==> src/pkg/compare_buffer_defs.svh <==
// Constants for the compare buffer transfer control pair.
// Behaviour
// - One 16-bit control register per channel pair.
// - Field 00 copies every write immediately.
// - Field 01 copies at zero point.
// - Field 10 copies at peak point.
// - Field 11 copies at zero or peak.
// - Linked 01 also needs zero mask count zero.
// - Linked 10 also needs peak mask count zero.
// - Linked 11 pairs each point with its count.
// - Four buffered registers, each own field and link.
// - Value fields change only with channels stopped.
// - Action fields change stopped; legacy keeps zero.
// - Extend bit widens the match test.
// - Extend bits only used in enhanced mode.
// - Extend bits unbuffered, changed only when stopped.
// - Pending action copies while timer stopped.
// - Action read returns active, not buffer.
// - Extended match: peak ge, zero le.
`ifndef COMPARE_BUFFER_DEFS_SVH
`define COMPARE_BUFFER_DEFS_SVH
`define CBT_ADDR_W 3
`define CBT_A_CTRL 3'h0
`define CBT_A_VAL0 3'h1
`define CBT_A_VAL1 3'h2
`define CBT_A_ACT0 3'h3
`define CBT_A_ACT1 3'h4
`define CBT_A_STAT 3'h5
`define CBT_F_VAL0 1:0
`define CBT_F_VAL1 3:2
`define CBT_F_ACT0 5:4
`define CBT_F_ACT1 7:6
`define CBT_B_LVAL0 8
`define CBT_B_LVAL1 9
`define CBT_B_LACT0 10
`define CBT_B_LACT1 11
`define CBT_B_EXT0 12
`define CBT_B_EXT1 13
`define CBT_CTRL_MASK 16'h3FFF
`define CBT_CTRL_RESET 16'h0000
`define CBT_X_NONE 2'h0
`define CBT_X_ZERO 2'h1
`define CBT_X_PEAK 2'h2
`define CBT_X_BOTH 2'h3
`define CBT_MASK_ZERO 4'h0
`endif

==> src/pkg/compare_buffer_pkg.sv <==
// Types for the compare buffer transfer control pair.
package compare_buffer_pkg;
    typedef enum logic [2:0] {
        cmd_idle = 3'b001,
        cmd_write = 3'b010,
        cmd_read = 3'b100
    } cmd_state_t;
endpackage : compare_buffer_pkg

==> src/pkg/compare_buffer_if.sv <==
// Register port between the pair control and its driving controller.
`timescale 1ns/1ps
interface compare_buffer_if;
    logic [2:0] addr;
    logic [15:0] wdata;
    logic wr;
    logic rd;
    logic [15:0] rdata;
    modport dev (input addr, input wdata, input wr, input rd, output rdata);
    modport ctl (output addr, output wdata, output wr, output rd,
        input rdata);
endinterface : compare_buffer_if

==> src/rtl/compare_buffer_transfer_ctrl.sv <==
// Buffer transfer control and match extension for one channel pair.
//
// The implementer's own choices: the register offsets and the strobed register port.
`timescale 1ns/1ps
`include "compare_buffer_defs.svh"
module compare_buffer_transfer_ctrl
    import compare_buffer_pkg::*;
#(
    parameter int VAL_W = 16,
    parameter int ACT_W = 16,
    parameter int MASK_W = 4
)
(
    input wire logic clk,
    input wire logic nrst,
    compare_buffer_if.dev bus,
    input wire logic at_zero,
    input wire logic at_peak,
    input wire logic timer_count_stop,
    input wire logic [MASK_W-1:0] zero_point_mask_count,
    input wire logic [MASK_W-1:0] peak_point_mask_count,
    input wire logic [VAL_W-1:0] timer_count,
    output logic [VAL_W-1:0] compare_value0,
    output logic [VAL_W-1:0] compare_value1,
    output logic [ACT_W-1:0] compare_action_setting0,
    output logic [ACT_W-1:0] compare_action_setting1,
    output logic [1:0] match
);
    // The read mux and the mask test are built for these widths only.
    if (VAL_W != 16 || ACT_W < 1 || ACT_W > 16 || MASK_W != 4)
    begin : g_bad_width
        $error("compare_buffer_transfer_ctrl: unsupported widths");
    end

    logic [15:0] ctrl, next_ctrl;
    logic [VAL_W-1:0] vbuf0, vbuf1, next_vbuf0, next_vbuf1;
    logic [ACT_W-1:0] abuf0, abuf1, next_abuf0, next_abuf1;
    logic [VAL_W-1:0] next_val0, next_val1;
    logic [ACT_W-1:0] next_act0, next_act1;
    logic [15:0] rdata, next_rdata;
    logic [1:0] next_match;
    logic [3:0] pend, next_pend;

    // Decides whether a buffered copy is due at this cycle.
    function automatic logic xfer_due(input logic [1:0] sel,
        input logic link, input logic z, input logic p,
        input logic zc_ok, input logic pc_ok);
        logic zt;
        logic pt;
        zt = z && (!link || zc_ok);
        pt = p && (!link || pc_ok);
        case (sel)
            `CBT_X_ZERO: xfer_due = zt;
            `CBT_X_PEAK: xfer_due = pt;
            `CBT_X_BOTH: xfer_due = zt || pt;
            default: xfer_due = 1'b0;
        endcase
    endfunction : xfer_due

    // Plain or widened match of one channel.
    function automatic logic match_of(input logic [VAL_W-1:0] cv,
        input logic [VAL_W-1:0] cnt, input logic ext,
        input logic z, input logic p);
        match_of = (cv == cnt)
            || (ext && p && cv >= cnt)
            || (ext && z && cv <= cnt);
    endfunction : match_of

    logic zc_ok, pc_ok;
    logic [3:0] due;
    assign zc_ok = zero_point_mask_count == `CBT_MASK_ZERO;
    assign pc_ok = peak_point_mask_count == `CBT_MASK_ZERO;
    assign due[0] = xfer_due(ctrl[`CBT_F_VAL0], ctrl[`CBT_B_LVAL0],
        at_zero, at_peak, zc_ok, pc_ok);
    assign due[1] = xfer_due(ctrl[`CBT_F_VAL1], ctrl[`CBT_B_LVAL1],
        at_zero, at_peak, zc_ok, pc_ok);
    assign due[2] = xfer_due(ctrl[`CBT_F_ACT0], ctrl[`CBT_B_LACT0],
        at_zero, at_peak, zc_ok, pc_ok);
    assign due[3] = xfer_due(ctrl[`CBT_F_ACT1], ctrl[`CBT_B_LACT1],
        at_zero, at_peak, zc_ok, pc_ok);

    always_comb
    begin
        next_ctrl = ctrl;
        next_vbuf0 = vbuf0;
        next_vbuf1 = vbuf1;
        next_abuf0 = abuf0;
        next_abuf1 = abuf1;
        next_val0 = compare_value0;
        next_val1 = compare_value1;
        next_act0 = compare_action_setting0;
        next_act1 = compare_action_setting1;
        next_pend = pend;
        next_rdata = 16'h0000;
        // Buffered copies take the buffer as it stood before this write.
        if (due[0])
            next_val0 = vbuf0;
        if (due[1])
            next_val1 = vbuf1;
        if (due[2] || (pend[2] && timer_count_stop))
        begin
            next_act0 = abuf0;
            next_pend[2] = 1'b0;
        end
        if (due[3] || (pend[3] && timer_count_stop))
        begin
            next_act1 = abuf1;
            next_pend[3] = 1'b0;
        end
        if (bus.wr)
        begin
            if (bus.addr == `CBT_A_CTRL)
                next_ctrl = bus.wdata & `CBT_CTRL_MASK;
            else if (bus.addr == `CBT_A_VAL0)
            begin
                next_vbuf0 = bus.wdata[VAL_W-1:0];
                if (ctrl[`CBT_F_VAL0] == `CBT_X_NONE)
                    next_val0 = bus.wdata[VAL_W-1:0];
            end
            else if (bus.addr == `CBT_A_VAL1)
            begin
                next_vbuf1 = bus.wdata[VAL_W-1:0];
                if (ctrl[`CBT_F_VAL1] == `CBT_X_NONE)
                    next_val1 = bus.wdata[VAL_W-1:0];
            end
            else if (bus.addr == `CBT_A_ACT0)
            begin
                next_abuf0 = bus.wdata[ACT_W-1:0];
                next_pend[2] = 1'b1;
                if (ctrl[`CBT_F_ACT0] == `CBT_X_NONE)
                begin
                    next_act0 = bus.wdata[ACT_W-1:0];
                    next_pend[2] = 1'b0;
                end
            end
            else if (bus.addr == `CBT_A_ACT1)
            begin
                next_abuf1 = bus.wdata[ACT_W-1:0];
                next_pend[3] = 1'b1;
                if (ctrl[`CBT_F_ACT1] == `CBT_X_NONE)
                begin
                    next_act1 = bus.wdata[ACT_W-1:0];
                    next_pend[3] = 1'b0;
                end
            end
        end
        if (bus.rd)
        begin
            if (bus.addr == `CBT_A_CTRL)
                next_rdata = ctrl;
            else if (bus.addr == `CBT_A_VAL0)
                next_rdata = compare_value0;
            else if (bus.addr == `CBT_A_VAL1)
                next_rdata = compare_value1;
            else if (bus.addr == `CBT_A_ACT0)
                next_rdata = 16'(compare_action_setting0);
            else if (bus.addr == `CBT_A_ACT1)
                next_rdata = 16'(compare_action_setting1);
            else if (bus.addr == `CBT_A_STAT)
                next_rdata = {12'h000, pend[3:2], match};
            else
                next_rdata = 16'h0000;
        end
        next_match[0] = match_of(compare_value0, timer_count,
            ctrl[`CBT_B_EXT0], at_zero, at_peak);
        next_match[1] = match_of(compare_value1, timer_count,
            ctrl[`CBT_B_EXT1], at_zero, at_peak);
    end

    always_ff @(posedge clk or negedge nrst)
    begin
        if (!nrst)
        begin
            ctrl <= `CBT_CTRL_RESET;
            vbuf0 <= '0;
            vbuf1 <= '0;
            abuf0 <= '0;
            abuf1 <= '0;
            compare_value0 <= '0;
            compare_value1 <= '0;
            compare_action_setting0 <= '0;
            compare_action_setting1 <= '0;
            pend <= 4'h0;
            rdata <= 16'h0000;
            match <= 2'h0;
        end
        else
        begin
            ctrl <= next_ctrl;
            vbuf0 <= next_vbuf0;
            vbuf1 <= next_vbuf1;
            abuf0 <= next_abuf0;
            abuf1 <= next_abuf1;
            compare_value0 <= next_val0;
            compare_value1 <= next_val1;
            compare_action_setting0 <= next_act0;
            compare_action_setting1 <= next_act1;
            pend <= next_pend;
            rdata <= next_rdata;
            match <= next_match;
        end
    end

    assign bus.rdata = rdata;
endmodule : compare_buffer_transfer_ctrl

==> src/flat_wrapper.sv <==
// flat-port wrapper written by rule: the top's interface ports become plain ports
module compare_buffer_transfer_ctrl_flat import compare_buffer_pkg::*;
#(
    parameter int VAL_W = 16,
    parameter int ACT_W = 16,
    parameter int MASK_W = 4
)
  (clk, nrst, at_zero, at_peak, timer_count_stop, zero_point_mask_count, peak_point_mask_count, timer_count, compare_value0, compare_value1, compare_action_setting0, compare_action_setting1, match, bus_addr, bus_wdata, bus_wr, bus_rd, bus_rdata);
  compare_buffer_if bus_i ();
  input wire logic clk;
  input wire logic nrst;
  input wire logic at_zero;
  input wire logic at_peak;
  input wire logic timer_count_stop;
  input wire logic [MASK_W-1:0] zero_point_mask_count;
  input wire logic [MASK_W-1:0] peak_point_mask_count;
  input wire logic [VAL_W-1:0] timer_count;
  output logic [VAL_W-1:0] compare_value0;
  output logic [VAL_W-1:0] compare_value1;
  output logic [ACT_W-1:0] compare_action_setting0;
  output logic [ACT_W-1:0] compare_action_setting1;
  output logic [1:0] match;
  input wire logic [$bits(bus_i.addr)-1:0] bus_addr;
  input wire logic [$bits(bus_i.wdata)-1:0] bus_wdata;
  input wire logic [$bits(bus_i.wr)-1:0] bus_wr;
  input wire logic [$bits(bus_i.rd)-1:0] bus_rd;
  output wire logic [$bits(bus_i.rdata)-1:0] bus_rdata;
  assign bus_i.addr = bus_addr;
  assign bus_i.wdata = bus_wdata;
  assign bus_i.wr = bus_wr;
  assign bus_i.rd = bus_rd;
  assign bus_rdata = bus_i.rdata;
  compare_buffer_transfer_ctrl #(.VAL_W(VAL_W), .ACT_W(ACT_W), .MASK_W(MASK_W)) u_core (.clk(clk), .nrst(nrst), .bus(bus_i), .at_zero(at_zero), .at_peak(at_peak), .timer_count_stop(timer_count_stop), .zero_point_mask_count(zero_point_mask_count), .peak_point_mask_count(peak_point_mask_count), .timer_count(timer_count), .compare_value0(compare_value0), .compare_value1(compare_value1), .compare_action_setting0(compare_action_setting0), .compare_action_setting1(compare_action_setting1), .match(match));
endmodule
==> config.mk <==
export PLATFORM = sky130hd
export DESIGN_NAME = compare_buffer_transfer_ctrl_flat
export DESIGN_NICKNAME = d
export VERILOG_FILES = /design/src/pkg/compare_buffer_pkg.sv /design/src/pkg/compare_buffer_if.sv /design/src/rtl/compare_buffer_transfer_ctrl.sv /design/src/flat_wrapper.sv
export VERILOG_INCLUDE_DIRS = /design/src /design/src/pkg
export SDC_FILE = /design/constraint.sdc
export NUM_CORES = 1
export LEC_CHECK = 0
export BUFFER_PORTS_ARGS = -buffer_cell sky130_fd_sc_hd__buf_2
export CELL_PAD_IN_SITES_DETAIL_PLACEMENT = 1
export CELL_PAD_IN_SITES_GLOBAL_PLACEMENT = 1
export CORE_MARGIN = 5
export CORE_UTILIZATION = 40
export DETAILED_ROUTE_END_ITERATION = 8
export PLACE_DENSITY = 0.71
export SETUP_SLACK_MARGIN = 0.4
export SLEW_MARGIN = 20
export SYNTH_ARGS = -nofsm -noshare
export SYNTH_HDL_FRONTEND = slang
export SYNTH_SLANG_ARGS = --single-unit
==> constraint.sdc <==
create_clock -name clk -period 2.3 [get_ports clk]
set_clock_uncertainty 0.1 [all_clocks]
set_input_delay 0.575 -clock clk [delete_from_list [all_inputs] [get_ports clk]]
set_output_delay 0.575 -clock clk [all_outputs]
set_load 0.02 [all_outputs]
==> impl_metrics.ini <==
[outcome]
status = finished clean

[pwr]
power.leakage_nw = 5.11
ir_drop_mv = 0.666
p_per_area_nw_per_um2 = 1220
p_total_w = 0.0129

[synthesis]
synth_area_um2 = 8220
ys_types = 47
synth_flop_cell = dfrtp_1
synth_edf_count = 0
synth_area_per_cell_um2 = 11.1
async_flop_share_pct = 100
syn_nets = 826
netlist.area_leader.share_pct = 49.3
synth_area_leaders = dfrtp_1 (49%), mux2_2 (12%), mux2i_1 (8.5%)
post_synth_inst_count = 744
synth_seq_area_share_pct = 49.3
ys_seq_elements = 162
yosysTopAreaCell = dfrtp_1
synth_warnings = 0

[floorplanning]
die_h_um = 153
dieArea_um2 = 23500
coreArea_um2 = 20200
start_util_pct = 40.6
rows = 52
ios = 132
fp.dieW_um = 153

[sta]
maxSlewViolCount = 0
slew_headroom_pct = 65.4
setup_slack_ps = 216
rsz0062_at_grt = true
worst_slew_pin_slew_ps = 516
hold_viol = 0
tns_ps = 0
fmax_mhz = 480
period_minus_slack_ps = 2080
setup_viol = 0
period_share_pct = 90.6

[setup_path]
required_ps = 2480
cp-start-kind = flip-flop
cp.arrival_ps = 2270
r2r_start = u_core.compare_value0[1]
crit_chain = ha_1 -> nor2b_1 -> o211ai_1 -> a21boi_4 -> o311ai_0 -> nand3_1
r2r_setup_slack_ps = 220
critical-path-max-stage-delay_ps = 430
critPathBufInv = 0
endpoint_kind = flip-flop
crit_family = compound AO/OA/AOI/OAI gates
critPathLaunch = u_core.compare_value0[1]
worstReg2RegEnd = u_core.match[0]
cpMaxStageDelayCell = o211ai_1
ff2ff_path_depth = 6
worstPathMaxFanout = 2
critPathKind = reg -> reg

[placement]
portBuffers = 131
placedCellCount = 1149
dpl.hpwl_um = 19600
dpl_worst_slack_ps = -166
gp_congestion = 0.852

[global_route]
antenna_found_initial = 0
grt_use_total_pct = 23.3
grt_pass1_vias = 7226
grt_pass1_wl_um = 42300
grt_overflow = 0
grt_max_degree = 52

[clocking]
cts_made_buffers = 17
clk_latency_ps = 430
clock_sinks = 162
max-clock-path-buffers = 2
cts_max_level = 4
path_clk_slew_ps = 60
cts_root_buffer = clkbuf_16
cts_tree = built

[flow_run]
drv_cap = 0

[finish]
fin_cells = 1197
final_cell_mix = dfrtp_1 (151), buf_2 (129), mux2_2 (84)
mostFrequentLayoutCell = dfrtp_1
fill_cells = 2183
nNetsFinal = 998
antenna-diode-count = 0
drive_gt1_share_pct = 40.1
post-route-util_pct = 52.5
areaGrowthSynthToFinish_pct = 29.2

[min_path]
hold_depth = 3
worst_hold_path_type = in -> reg
hold_end = u_core.compare_action_setting0[7]
hold_start = bus_wdata[7]

[route]
drc = 0
ant_nets = 0
vias = 6631
drt_iter0_drc = 424
dr.pass1.iters = 6
wl_per_cell_um = 23.5
viasPerCell = 5.54
routed_wl_um = 28100
==> report_power, final <==
group / switching, W / leakage, nW / internal (W)
clock: 0.00116 / 0.309 / 0.00198
sequential: 0.000938 / 1.95 / 0.00380
combinational: 0.00285 / 2.85 / 0.00222
total: 0.00495 / 5.11 / 0.00800
==> layout make-up <==
class,count,area (um^2),share of cell area [%]
flip-flops and latches,162,4070,38.3
clock inverters,9,180,1.70
well taps,270,338,3.18
inverters,23,86.3,0.813
repair buffers,207,1500,14.1
clock buffers,21,460,4.34
multi-input cells,505,3990,37.6
==> registers in the layout, summed over array words and instances, names as in the netlist <==
signal / flops
u_core.abuf0: 16
u_core.abuf1: 16
u_core.bus.rdata: 16
u_core.compare_action_setting0: 16
u_core.compare_action_setting1: 16
u_core.compare_value0: 16
u_core.compare_value1: 16
u_core.ctrl: 14
u_core.match: 2
u_core.pend: 2
u_core.vbuf0: 16
u_core.vbuf1: 16
==> routing by layer <==
layer  part of all wire [%]  track usage, %  wire length, um  up-vias
met4                    2.1            6.85              584        0
met2                     49            39.0            13700      211
met3                    5.0            5.00             1410       40
met1                     44            30.5            12400     3391
met5                      0               0                0        -
li1                       -               -                -     2989
==> through the flow <==
| stage | area, um^2 | hold slack [ps] |
|---|---|---|
| 3_3_place_gp | 9610 | 387 |
| 4_1_cts | 10400 | 380 |
| 6_report | 10600 | 394 |
| 3_5_place_dp | 9610 | 394 |
| 2_1_floorplan | 8280 | 179 |
| 5_1_grt | 10600 | 391 |
==> synth_stat cells, drive strengths merged (7+ instances only) <==
cell      n
a311oi    7
mux2i    70
buf      34
nand4     7
a22oi     8
dfrtp   162
a21oi    77
and2      9
mux2     88
o21bai    7
nand3     9
nand2    46
o21ai    39
ha       32
inv      22
nor2     64
clkbuf   20
==> tightest hold or removal path: stages <==
cell and delay (ps):
buf_2 170, nand2_1 70, o21ai_1 50
==> cells by family after synthesis <==
logic type,count (synthesis),share of synthesized area (%)
and+or+nand+nor,153,8.28
muxes,158,20.6
buffers and inverters,77,4.64
DFF,162,49.3
AOI/OAI and AO/OA,162,12.3
adders and majority gates,32,4.87
==> how the worst max path moves through the flow <==
stage / endpoint / slack, ps / cells past startpoint
2_1_floorplan: u_core.compare_value0[14] / 260 / 7
3_3_place_gp: u_core.match[0] / -80 / 8
3_5_place_dp: u_core.match[0] / -170 / 8
4_1_cts: u_core.match[0] / 210 / 7
5_1_grt: u_core.match[0] / 140 / 7
6_report: u_core.match[0] / 220 / 6
==> repair_timing <==
item,CTS,global route
hold buffers,1,0
hold endpoints to repair,34,0
resized for setup,11,27
setup buffers,6,7
endpoints found under the setup margin,2,17
pin swaps,8,12
cloned,0,4
Note: power is estimated with default switching activity, not from simulation.
